<file path="src/rtl/sarseq_pkg.sv">
// Shared constants and types of the simultaneous SAR conversion sequencer
package sarseq_pkg;
  // ****************************************************************
  // Geometry
  // ****************************************************************
  localparam int unsigned NUM_CH    = 8;
  localparam int unsigned RES_BITS  = 18;
  localparam int unsigned RANGE_W   = 3;
  localparam int unsigned CH_W      = 3;
  localparam int unsigned FIFO_W    = CH_W + RANGE_W + RES_BITS;
  localparam int unsigned FIFO_DEPTH = 8;
  localparam int unsigned SYNC_LEN  = 3;

  // ****************************************************************
  // Register map (byte addresses)
  // ****************************************************************
  localparam logic [7:0] ADDR_CTRL   = 8'h00;
  localparam logic [7:0] ADDR_RANGE  = 8'h04;
  localparam logic [7:0] ADDR_STATUS = 8'h08;
  localparam logic [7:0] ADDR_DATA   = 8'h0C;

  // Control fields
  localparam int unsigned CTRL_NAP_BIT  = 0;
  localparam int unsigned CTRL_PD_BIT   = 1;
  localparam int unsigned CTRL_LANE_LSB = 4;
  localparam logic [2:0]  LANE_RESET    = 3'h0;
  localparam logic [23:0] RANGE_RESET   = 24'hFFFFFF;

  // Status fields
  localparam int unsigned ST_BUSY_BIT  = 0;
  localparam int unsigned ST_READY_BIT = 1;
  localparam int unsigned ST_LVDS_BIT  = 2;
  localparam int unsigned ST_NAP_BIT   = 3;
  localparam int unsigned ST_PD_BIT    = 4;
  localparam int unsigned DATA_VALID_BIT = 31;

  // ****************************************************************
  // Timing
  // ****************************************************************
  localparam int unsigned CLK_MHZ    = 100;
  localparam int unsigned SETTLE_NS  = 40;
  localparam int unsigned SETTLE_CYC = (SETTLE_NS * CLK_MHZ + 999) / 1000;
  localparam int unsigned STEP_CYC   = SETTLE_CYC + SYNC_LEN;

  // ****************************************************************
  // Sequencer states
  // ****************************************************************
  typedef enum logic [1:0] {
    ST_IDLE,
    ST_SEL,
    ST_RUN,
    ST_PUSH
  } sarseq_state_t;
endpackage

</file>
<file path="src/rtl/sarseq_stream_if.sv">
// Valid/ready word stream between the sequencer and its result FIFO
`timescale 1ns/1ps
`default_nettype none
interface sarseq_stream_if #(
  parameter int unsigned W = 24
);
  logic         valid;
  logic         ready;
  logic [W-1:0] data;

  modport src (output valid, output data, input ready);
  modport snk (input valid, input data, output ready);
endinterface // sarseq_stream_if
`default_nettype wire

</file>
<file path="src/rtl/sarseq_fifo.sv">
// Result FIFO with valid/ready on both sides
`timescale 1ns/1ps
`default_nettype none
module sarseq_fifo #(
  parameter int unsigned W     = 24,
  parameter int unsigned DEPTH = 8
) (
  // Clock and reset
  input  wire logic         sys_clk,
  input  wire logic         rstn,
  // Fill and drain sides
  sarseq_stream_if.snk      in_s,
  sarseq_stream_if.src      out_s
);
  localparam int unsigned AW = (DEPTH > 1) ? $clog2(DEPTH) : 1;
  localparam int unsigned CW = $clog2(DEPTH + 1);
  localparam logic [AW-1:0] LAST = AW'(DEPTH - 1);
  localparam logic [CW-1:0] FULL = CW'(DEPTH);

  logic [W-1:0]  mem [DEPTH];
  logic [AW-1:0] wr_ptr;
  logic [AW-1:0] rd_ptr;
  logic [CW-1:0] count;
  logic          do_push;
  logic          do_pop;

  assign in_s.ready  = (count != FULL);
  assign out_s.valid = (count != '0);
  assign out_s.data  = mem[rd_ptr];
  assign do_push     = in_s.valid && in_s.ready;
  assign do_pop      = out_s.valid && out_s.ready;

  always_ff @(posedge sys_clk) begin
    if (do_push) begin
      mem[wr_ptr] <= in_s.data;
    end
  end

  always_ff @(posedge sys_clk or negedge rstn) begin
    if (!rstn) begin
      wr_ptr <= '0;
      rd_ptr <= '0;
      count  <= '0;
    end else begin
      if (do_push) begin
        wr_ptr <= (wr_ptr == LAST) ? '0 : wr_ptr + 1'b1;
      end
      if (do_pop) begin
        rd_ptr <= (rd_ptr == LAST) ? '0 : rd_ptr + 1'b1;
      end
      if (do_push && !do_pop) begin
        count <= count + 1'b1;
      end else if (do_pop && !do_push) begin
        count <= count - 1'b1;
      end
    end
  end
endmodule // sarseq_fifo
`default_nettype wire

</file>
<file path="src/rtl/sarseq_sar.sv">
// Successive-approximation search engine for one channel at a time
`timescale 1ns/1ps
`default_nettype none
module sarseq_sar #(
  parameter int unsigned BITS = 18,
  parameter int unsigned STEP = 7
) (
  // Clock and reset
  input  wire logic            sys_clk,
  input  wire logic            rstn,
  // Control
  input  wire logic            start,
  input  wire logic            cmp_high,
  // Results
  output logic [BITS-1:0]      trial,
  output logic                 done,
  output logic [BITS-1:0]      result
);
  localparam logic [BITS-1:0] TOP = {1'b1, {(BITS-1){1'b0}}};
  localparam int unsigned     SW  = $clog2(STEP + 1);
  localparam logic [SW-1:0]   SLAST = SW'(STEP - 1);

  logic            busy;
  logic [BITS-1:0] mask;
  logic [SW-1:0]   wait_cnt;
  logic [BITS-1:0] kept;

  // Comparator high means the held input lies at or above the trial level
  assign kept = cmp_high ? trial : (trial & ~mask);

  always_ff @(posedge sys_clk or negedge rstn) begin
    if (!rstn) begin
      busy     <= 1'b0;
      mask     <= '0;
      trial    <= '0;
      wait_cnt <= '0;
      done     <= 1'b0;
      result   <= '0;
    end else begin
      done <= 1'b0;
      if (start && !busy) begin
        busy     <= 1'b1;
        mask     <= TOP;
        trial    <= TOP;
        wait_cnt <= '0;
      end else if (busy) begin
        if (wait_cnt == SLAST) begin
          wait_cnt <= '0;
          mask     <= mask >> 1;
          if (mask[0]) begin
            busy   <= 1'b0;
            done   <= 1'b1;
            result <= kept;
            trial  <= '0;
          end else begin
            trial <= kept | (mask >> 1);
          end
        end else begin
          wait_cnt <= wait_cnt + 1'b1;
        end
      end
    end
  end
endmodule // sarseq_sar
`default_nettype wire

</file>
<file path="src/rtl/sarseq_top.sv">
// Simultaneous-sampling SAR conversion sequencer with Wishbone registers
// Notes on behaviour
// - Channels track their inputs while idle until a conversion is requested.
// - Rising conversion-start edge holds all channels at once and starts converting.
// - Channels resolved in turn, 18 trial weights from half scale to 1/262144.
// - Results are offered for readout only after all channels are resolved.
// - Each result divides its channel span into two to the eighteenth levels.
// - Range codes may change between conversions; next conversion uses them.
// - Disabled channels are skipped, shortening the conversion.
// - Bipolar codes 7, 6, 3, 2 give two's complement results.
// - Unipolar codes 5, 4, 1 give straight binary results.
// - Bipolar codes select spans of 2.5 or 1.25 reference, optionally /1.024.
// - Unipolar codes select zero to 2.5, 2.5/1.024 or 1.25 reference.
// - Held sample is discarded after conversion; every conversion samples anew.
// - A pin selects CMOS or LVDS serial port; both ends use it. Here it only sets lvds_mode and the status LVDS bit.
// - CMOS mode supports one to eight output lanes.
// - Optional nap and power-down states cut consumption while idle.
// - Eight 3-bit range codes form one 24-bit configuration word.
`timescale 1ns/1ps
`default_nettype none
module sarseq_top #(
  parameter int unsigned NUM_CH     = sarseq_pkg::NUM_CH,
  parameter int unsigned RES_BITS   = sarseq_pkg::RES_BITS,
  parameter int unsigned FIFO_DEPTH = sarseq_pkg::FIFO_DEPTH
) (
  // Clock and reset
  input  wire logic                 sys_clk,
  input  wire logic                 rstn,
  // Wishbone slave
  input  wire logic                 wb_cyc_i,
  input  wire logic                 wb_stb_i,
  input  wire logic                 wb_we_i,
  input  wire logic [7:0]           wb_adr_i,
  input  wire logic [3:0]           wb_sel_i,
  input  wire logic [31:0]          wb_dat_i,
  output logic [31:0]               wb_dat_o,
  output logic                      wb_ack_o,
  // Pins and comparator
  input  wire logic                 conversion_start_pin,
  input  wire logic                 lvds_select_pin,
  input  wire logic                 comparator_high,
  // Analog control
  output logic [NUM_CH-1:0]         sample_hold,
  output logic [RES_BITS-1:0]       weighted_capacitor_dac,
  output logic [2:0]                dac_channel,
  output logic [2:0]                dac_span,
  // Status
  output logic                      busy,
  output logic                      nap_active,
  output logic                      power_down_active,
  output logic                      lvds_mode,
  output logic [2:0]                lane_count,
  output logic                      data_ready
);
  localparam int unsigned RW  = sarseq_pkg::RANGE_W;
  localparam int unsigned CW  = sarseq_pkg::CH_W;
  localparam int unsigned FW  = sarseq_pkg::FIFO_W;
  localparam int unsigned NS  = 3;
  localparam logic [CW-1:0] CH_LAST = CW'(NUM_CH - 1);

  // ****************************************************************
  // Pin synchronisers
  // ****************************************************************
  logic [NS-1:0] pin_raw;
  logic [NS-1:0] pin_clean;

  assign pin_raw = {comparator_high, lvds_select_pin, conversion_start_pin};

  genvar gi;
  generate
    for (gi = 0; gi < NS; gi++) begin : g_sync
      logic s1;
      logic s2;
      logic s3;
      logic stable;
      always_ff @(posedge sys_clk or negedge rstn) begin
        if (!rstn) begin
          s1     <= 1'b0;
          s2     <= 1'b0;
          s3     <= 1'b0;
          stable <= 1'b0;
        end else begin
          s1 <= pin_raw[gi];
          s2 <= s1;
          s3 <= s2;
          // A level counts once the last two stages agree
          if (s2 == s3) begin
            stable <= s3;
          end
        end
      end
      assign pin_clean[gi] = stable;
    end
  endgenerate

  logic start_level;
  logic start_prev;
  logic start_edge;
  logic cmp_clean;

  assign start_level = pin_clean[0];
  assign cmp_clean   = pin_clean[2];

  always_ff @(posedge sys_clk or negedge rstn) begin
    if (!rstn) begin
      start_prev <= 1'b0;
      lvds_mode  <= 1'b0;
    end else begin
      start_prev <= start_level;
      lvds_mode  <= pin_clean[1];
    end
  end

  assign start_edge = start_level && !start_prev;

  // ****************************************************************
  // Registers
  // ****************************************************************
  logic [23:0]  range_cfg;
  logic         ctrl_nap;
  logic         ctrl_pd;
  logic         bus_req;
  logic         bus_wr;
  logic         bus_rd;
  logic         pop;

  assign bus_req = wb_cyc_i && wb_stb_i && !wb_ack_o;
  assign bus_wr  = bus_req && wb_we_i;
  assign bus_rd  = bus_req && !wb_we_i;

  always_ff @(posedge sys_clk or negedge rstn) begin
    if (!rstn) begin
      range_cfg  <= sarseq_pkg::RANGE_RESET;
      ctrl_nap   <= 1'b0;
      ctrl_pd    <= 1'b0;
      lane_count <= sarseq_pkg::LANE_RESET;
    end else if (bus_wr) begin
      if (wb_adr_i == sarseq_pkg::ADDR_CTRL) begin
        if (wb_sel_i[0]) begin
          ctrl_nap   <= wb_dat_i[sarseq_pkg::CTRL_NAP_BIT];
          ctrl_pd    <= wb_dat_i[sarseq_pkg::CTRL_PD_BIT];
          lane_count <= wb_dat_i[sarseq_pkg::CTRL_LANE_LSB +: 3];
        end
      end else if (wb_adr_i == sarseq_pkg::ADDR_RANGE) begin
        // Byte lanes split at bits 8 and 16, so lanes 0 and 1 share channel 2's code, lanes 1 and 2 channel 5's
        if (wb_sel_i[0]) begin
          range_cfg[7:0] <= wb_dat_i[7:0];
        end
        if (wb_sel_i[1]) begin
          range_cfg[15:8] <= wb_dat_i[15:8];
        end
        if (wb_sel_i[2]) begin
          range_cfg[23:16] <= wb_dat_i[23:16];
        end
      end
    end
  end

  // ****************************************************************
  // Sequencer
  // ****************************************************************
  sarseq_pkg::sarseq_state_t state;
  logic [CW-1:0]       chan;
  logic [23:0]         active_range;
  logic [RW-1:0]       chan_code;
  logic                sar_start;
  logic                sar_done;
  logic [RES_BITS-1:0] sar_result;
  logic [RES_BITS-1:0] result [NUM_CH];
  logic                push_ready;

  assign chan_code = active_range[chan*RW +: RW];

  always_ff @(posedge sys_clk or negedge rstn) begin
    if (!rstn) begin
      state        <= sarseq_pkg::ST_IDLE;
      chan         <= '0;
      active_range <= '0;
      sar_start    <= 1'b0;
    end else begin
      sar_start <= 1'b0;
      case (state)
        sarseq_pkg::ST_IDLE: begin
          // Busy states do not look at the edge at all
          if (start_edge && !ctrl_pd) begin
            active_range <= range_cfg;
            chan         <= '0;
            state        <= sarseq_pkg::ST_SEL;
          end
        end
        sarseq_pkg::ST_SEL: begin
          if (chan_code == '0) begin
            // One cycle per skipped channel
            if (chan == CH_LAST) begin
              chan  <= '0;
              state <= sarseq_pkg::ST_PUSH;
            end else begin
              chan <= chan + 1'b1;
            end
          end else begin
            sar_start <= 1'b1;
            state     <= sarseq_pkg::ST_RUN;
          end
        end
        sarseq_pkg::ST_RUN: begin
          if (sar_done) begin
            if (chan == CH_LAST) begin
              chan  <= '0;
              state <= sarseq_pkg::ST_PUSH;
            end else begin
              chan  <= chan + 1'b1;
              state <= sarseq_pkg::ST_SEL;
            end
          end
        end
        sarseq_pkg::ST_PUSH: begin
          // Stalls while the FIFO is full
          if (push_ready) begin
            if (chan == CH_LAST) begin
              chan  <= '0;
              state <= sarseq_pkg::ST_IDLE;
            end else begin
              chan <= chan + 1'b1;
            end
          end
        end
        default: begin
          state <= sarseq_pkg::ST_IDLE;
        end
      endcase
    end
  end

  // ****************************************************************
  // Sample and hold
  // ****************************************************************
  always_ff @(posedge sys_clk or negedge rstn) begin
    if (!rstn) begin
      sample_hold <= '0;
    end else if (state == sarseq_pkg::ST_IDLE) begin
      if (start_edge && !ctrl_pd) begin
        sample_hold <= '1;
      end else begin
        sample_hold <= '0;
      end
    end else if (state == sarseq_pkg::ST_SEL && chan_code == '0) begin
      sample_hold[chan] <= 1'b0;
    end else if (state == sarseq_pkg::ST_RUN && sar_done) begin
      // Released sample is dropped; next start takes a fresh one
      sample_hold[chan] <= 1'b0;
    end
  end

  // ****************************************************************
  // Search engine and result formatting
  // ****************************************************************
  sarseq_sar #(
    .BITS (RES_BITS),
    .STEP (sarseq_pkg::STEP_CYC)
  ) u_sar (
    .sys_clk  (sys_clk),
    .rstn     (rstn),
    .start    (sar_start),
    .cmp_high (cmp_clean),
    .trial    (weighted_capacitor_dac),
    .done     (sar_done),
    .result   (sar_result)
  );

  always_ff @(posedge sys_clk or negedge rstn) begin
    if (!rstn) begin
      dac_channel <= '0;
      dac_span    <= '0;
    end else begin
      dac_channel <= chan;
      // Span code scales the capacitor DAC reference for this channel
      dac_span    <= chan_code;
    end
  end

  always_ff @(posedge sys_clk or negedge rstn) begin
    if (!rstn) begin
      for (int i = 0; i < NUM_CH; i++) begin
        result[i] <= '0;
      end
    end else if (state == sarseq_pkg::ST_SEL && chan_code == '0) begin
      result[chan] <= '0;
    end else if (state == sarseq_pkg::ST_RUN && sar_done) begin
      // Bit 1 of the code is set exactly for the bipolar spans
      if (chan_code[1]) begin
        result[chan] <= sar_result ^ {1'b1, {(RES_BITS-1){1'b0}}};
      end else begin
        result[chan] <= sar_result;
      end
    end
  end

  // ****************************************************************
  // Result FIFO
  // ****************************************************************
  sarseq_stream_if #(.W(FW)) push_s ();
  sarseq_stream_if #(.W(FW)) pull_s ();

  assign push_s.valid = (state == sarseq_pkg::ST_PUSH);
  assign push_s.data  = {chan, chan_code, result[chan]};
  assign push_ready   = push_s.ready;
  assign pull_s.ready = pop;

  sarseq_fifo #(
    .W     (FW),
    .DEPTH (FIFO_DEPTH)
  ) u_fifo (
    .sys_clk (sys_clk),
    .rstn    (rstn),
    .in_s    (push_s),
    .out_s   (pull_s)
  );

  assign pop = bus_rd && (wb_adr_i == sarseq_pkg::ADDR_DATA) && pull_s.valid;

  // ****************************************************************
  // Status and bus answer
  // ****************************************************************
  always_ff @(posedge sys_clk or negedge rstn) begin
    if (!rstn) begin
      busy              <= 1'b0;
      nap_active        <= 1'b0;
      power_down_active <= 1'b0;
      data_ready        <= 1'b0;
    end else begin
      busy              <= (state != sarseq_pkg::ST_IDLE);
      // Nap lifts by itself for a conversion
      nap_active        <= ctrl_nap && (state == sarseq_pkg::ST_IDLE);
      power_down_active <= ctrl_pd && (state == sarseq_pkg::ST_IDLE);
      data_ready        <= pull_s.valid;
    end
  end

  always_ff @(posedge sys_clk or negedge rstn) begin
    if (!rstn) begin
      wb_ack_o <= 1'b0;
      wb_dat_o <= '0;
    end else begin
      wb_ack_o <= bus_req;
      if (bus_rd) begin
        wb_dat_o <= '0;
        if (wb_adr_i == sarseq_pkg::ADDR_CTRL) begin
          wb_dat_o[sarseq_pkg::CTRL_NAP_BIT]       <= ctrl_nap;
          wb_dat_o[sarseq_pkg::CTRL_PD_BIT]        <= ctrl_pd;
          wb_dat_o[sarseq_pkg::CTRL_LANE_LSB +: 3] <= lane_count;
        end else if (wb_adr_i == sarseq_pkg::ADDR_RANGE) begin
          wb_dat_o[23:0] <= range_cfg;
        end else if (wb_adr_i == sarseq_pkg::ADDR_STATUS) begin
          wb_dat_o[sarseq_pkg::ST_BUSY_BIT]  <= (state != sarseq_pkg::ST_IDLE);
          wb_dat_o[sarseq_pkg::ST_READY_BIT] <= pull_s.valid;
          wb_dat_o[sarseq_pkg::ST_LVDS_BIT]  <= lvds_mode;
          wb_dat_o[sarseq_pkg::ST_NAP_BIT]   <= nap_active;
          wb_dat_o[sarseq_pkg::ST_PD_BIT]    <= power_down_active;
        end else if (wb_adr_i == sarseq_pkg::ADDR_DATA) begin
          if (pull_s.valid) begin
            wb_dat_o[FW-1:0] <= pull_s.data;
            wb_dat_o[sarseq_pkg::DATA_VALID_BIT] <= 1'b1;
          end
        end
      end
    end
  end
endmodule // sarseq_top
`default_nettype wire

</file>
<file path="config.mk">
export PLATFORM = sky130hd
export DESIGN_NAME = sarseq_top
export DESIGN_NICKNAME = d
export VERILOG_FILES = /design/src/rtl/sarseq_pkg.sv /design/src/rtl/sarseq_stream_if.sv /design/src/rtl/sarseq_fifo.sv /design/src/rtl/sarseq_sar.sv /design/src/rtl/sarseq_top.sv
export SDC_FILE = /design/constraint.sdc
export NUM_CORES = 1
export LEC_CHECK = 0
export ABC_AREA = 1
export BUFFER_PORTS_ARGS = -buffer_cell sky130_fd_sc_hd__buf_2
export CAP_MARGIN = 20
export CORE_AREA = 2 2 238 240
export DETAILED_ROUTE_END_ITERATION = 7
export DIE_AREA = 0 0 240 242
export RECOVER_POWER = 100
export SETUP_SLACK_MARGIN = 0.15
export SYNTH_ARGS = -nofsm -noshare
export SYNTH_HDL_FRONTEND = slang
export SYNTH_HIERARCHICAL = 1
export SYNTH_SLANG_ARGS = --single-unit
</file>
<file path="constraint.sdc">
create_clock -name sys_clk -period 4.25 [get_ports sys_clk]
set_input_delay 0.2125 -clock sys_clk [delete_from_list [all_inputs] [get_ports sys_clk]]
set_output_delay 0.2125 -clock sys_clk [all_outputs]
set_load 0.01 [all_outputs]
</file>
==> summary.md <==
| Metric | Value |
|---|---|
| Final Routed Wirelength | 57290 um |
| Final std cell area, no fill | 25510 um2 |
| WL per Instance | 17.15 um |
| Utilization after layout | 0.4578 |
| Layout cells sized above 1 | 0.07430 |
| DR iter-0 viols | 1267 |
| CTS tree | done |
| Total track usage | 0.1980 |
| CP peak stage delay | 0.78 ns |
| First-pass GRT wire length | 89220 um |
| Largest family of logic cells by synthesized area | simple AND/OR/NAND/NOR gates |
| Yosys warning count | 6 |
| Detail Placement HPWL | 34660 um |
| Avg Synthesized Cell Area | 9.361 um2 |
| Area after DPL | 23780 um2 |
| Chip Height | 242 um |
| Crit Path Category | flip-flop to flip-flop |
| Failing checks | capacitance limit, slew limit |
| Fmax | 268.7 MHz |
| Power Density | 525.4 nW/um2 |
| Yosys top cell area share | 0.3387 |
| Lkg Pwr | 0.01139 uW |
| Distinct cells, synth | 48 |
| HP Class | input port to flip-flop |
| Root buf cell | clkbuf_16 |
| Peak VDD IR | 0.3722 mV |
| Mux cell area share after synthesis | 0 |
| Crit Reg-Reg Startpoint | chan[0]$_DFFE_PN0P_ |
| Endpoints failing hold | 0 |
| Vias | 16500 |
| Final ANT Viol Nets | 0 |
| Post-synthesis compound-gate area fraction | 0.08712 |
| R2r setup slk | 0.53 ns |
| PnR Total Power | 13410 uW |
| Most frequent cells in the layout | nand2_1 (856), dfrtp_1 (305), o21ai_0 (253) |
| EDFF count, synth | 192 |
| Die Area | 58080 um2 |
| Synth top area cells | dfrtp_1 (34%), edfxtp_1 (26%), nand2_1 (14%) |
| Most common cell after layout, fill and taps aside | nand2_1 |
| Critical Path Start | chan[0]$_DFFE_PN0P_ |
| Slowest stage cell, crit path | dfrtp_1 |
| Status | finished, violations left |
| Hold_sp | wb_adr_i[2] |
| Vias in the first global route | 15800 |
| Top Ports | 125 |
| Final WS setup | 0.5282 ns |
| Req. time, crit path | 4.72 ns |
| Global placer's final weighted congestion | 0.8080 |
| Worst R2R End | result[104]$_DFFE_PN0P_ |
| Pre-antenna DRT Iters | 5 |
| Largest net degree at the start of global routing | 119 |
| H-tree depth | 2 |
| Async SR Flop Fraction | 0.6322 |
| Period utilization | 0.8757 |
| Crit path max fanout | 21 |
| RSZ-0062 raised after global routing | no |
| Register area share after synthesis | 0.6217 |
| Rows | 87 |
| R2R depth | 12 |
| Antenna diodes | 0 |
| Most used cell, CP | nand2_1 |
| Die Width | 240 um |
| Gr ovfl total | 0 |
| Worst slew margin | -0.4011 |
| Clk sinks | 522 |
| Core area | 55730 um2 |
| Initial Util | 0.4056 |
| Vias per inst | 4.940 |
| Clk_skew | 0.03613 ns |
| Post-CTS setup repair buffer count | 0 |
| Worst setup SP type | flip-flop |
| Worst slack, placed | 1.105 ns |
| # setup viols final | 0 |
| Number of max-cap violations | 11 |
| Initial antenna violation count | 1 |
| Fill cells | 5389 |
| DRC violations left | 0 |
| Adder-cell share of the synthesized area | 0.007195 |
| CP Cell Sequence | clkbuf_1 -> nand2_1 -> nand3_1 -> nand2_1 -> nor2_1 -> nand2_1 -> nor2_4 -> nand2_4 -> nand2_8 -> nand2_4 -> nand2_1 -> o21ai_0 |
| Area of the mapped netlist | 22610 um2 |
| Synth area leader | dfrtp_1 |
| Port Buf Inserts | 108 |
| Post-Synth Simple-Gate Area | 0.2140 |
| Critical Path End | result[104]$_DFFE_PN0P_ |
| Slew Limit Fails | 434 |
| Clk pin slew, worst setup/hold paths | 0.06 ns |
| Max clock buf depth | 3 |
| Synth Area in XOR/XNOR | 0.001550 |
| Nets | 2602 |
| Area Growth Syn to Fin | 12.86% |
| CTS Buf Count | 52 |
| Setup TNS | 0 ns |
| Synthesized flop and latch total | 522 |
| Final worst path period need | 3.722 ns |
| Area of the multi-input gates | 6979 um2 |
| Worst EP arrival | 4.19 ns |
| Storage cell area | 14050 um2 |
| Ys flop type | dfrtp_1 |
| Worst Setup End Kind | flip-flop |
| Worst skew pair latency | 0.63 ns |
| Worst-margin pin slew | 2.102 ns |
| Cell count after synthesis | 2415 |
state kept, by name, summed over array words and instances, names as in the netlist, 8 cells and up:
| register | cells |
|---|---|
| u_fifo/mem | 192 |
| result | 144 |
| wb_dat_o | 25 |
| active_range | 24 |
| range_cfg | 24 |
| u_sar/mask | 18 |
| u_sar/result | 18 |
| u_sar/trial | 18 |
| sample_hold | 8 |
cell families after synthesis:
kind of cell | after synthesis
buf+inv | 332
other cells | 1
fa+ha+maj | 13
flops | 522
compound gates | 349
xor+xnor | 4
simple gates | 1194
where the power goes:
part           switching [uW]  internal (uW)  leakage [uW]
Sequential                396           5870       0.00623
Clock                    2000           2520      0.000803
Combinational            1940            682       0.00436
synth_stat cells, types with 3 or more instances:
cell type,instances
nor2_1,236
inv_1,218
nor3_1,11
nand3_1,47
inv_2,6
dfrtp_1,306
buf_2,27
a22oi_1,21
nand4_1,18
o21ai_2,9
nand2_1,854
buf_1,7
dfstp_2,24
buf_4,15
maj3_1,3
o211ai_1,22
nand2_8,8
or2_2,3
ha_1,9
o21ai_0,224
xnor2_1,4
a21oi_1,25
a22o_1,4
nor2_4,3
edfxtp_1,192
o21ai_1,25
clkbuf_1,28
nand2_4,4
a221oi_1,14
buf_6,27
worst max-delay path, delay by kind of cell (launching register included):
family,cells,cell delay (ns)
and+or+nand+nor,10,2.16
buffers and inverters,1,0.52
DFF,1,0.78
AOI/OAI and AO/OA,1,0.09
area by class of cell:
cell class / count / share of cell area
Clock buffer: 68 / 0.05468
Clock inverter: 30 / 0.01079
Inverter: 227 / 0.03359
Multi-Input combinational cell: 1567 / 0.2735
Sequential cell: 522 / 0.5509
Tap cell: 756 / 0.03707
Timing Repair Buffer: 170 / 0.03948
timing repair:
action                    in CTS  in global routing
resized for setup              0                  0
hold endpoints to repair     114                  0
hold buffers                  31                  0
how the worst min path moves through the flow:
stage / endpoint / slack [ns] / cells past startpoint
finish: wb_dat_o[6]$_DFFE_PN0N_ / 0.03 / 5
global route: wb_dat_o[5]$_DFFE_PN0N_ / 0.07 / 5
CTS: wb_dat_o[6]$_DFFE_PN0N_ / 0.008 / 5
detailed placement: u_sar/wait_cnt[0]$_DFFE_PN0P_ / 0.26 / 1
global placement: u_sar/wait_cnt[2]$_DFFE_PN0P_ / 0.25 / 1
floorplan: active_range[0]$_DFFE_PN0P_ / -0.08 / 0
per-layer routing:
layer  up-vias  track usage  part of all wire
met5         -            0                 0
met4         0      0.06430             0.029
met3        84      0.03897             0.055
met2       410       0.3302              0.49
met1      8011       0.2588              0.43
li1       7994            -                 -
through the flow:
stage	cells	hold WS, ns
2_1_floorplan	2421	-0.08309
3_3_place_gp	3209	0.2505
3_5_place_dp	3210	0.2600
4_1_cts	3339	0.008477
5_1_grt	3340	0.06817
6_report	3340	0.03056
(Power assumes the default switching activity.)
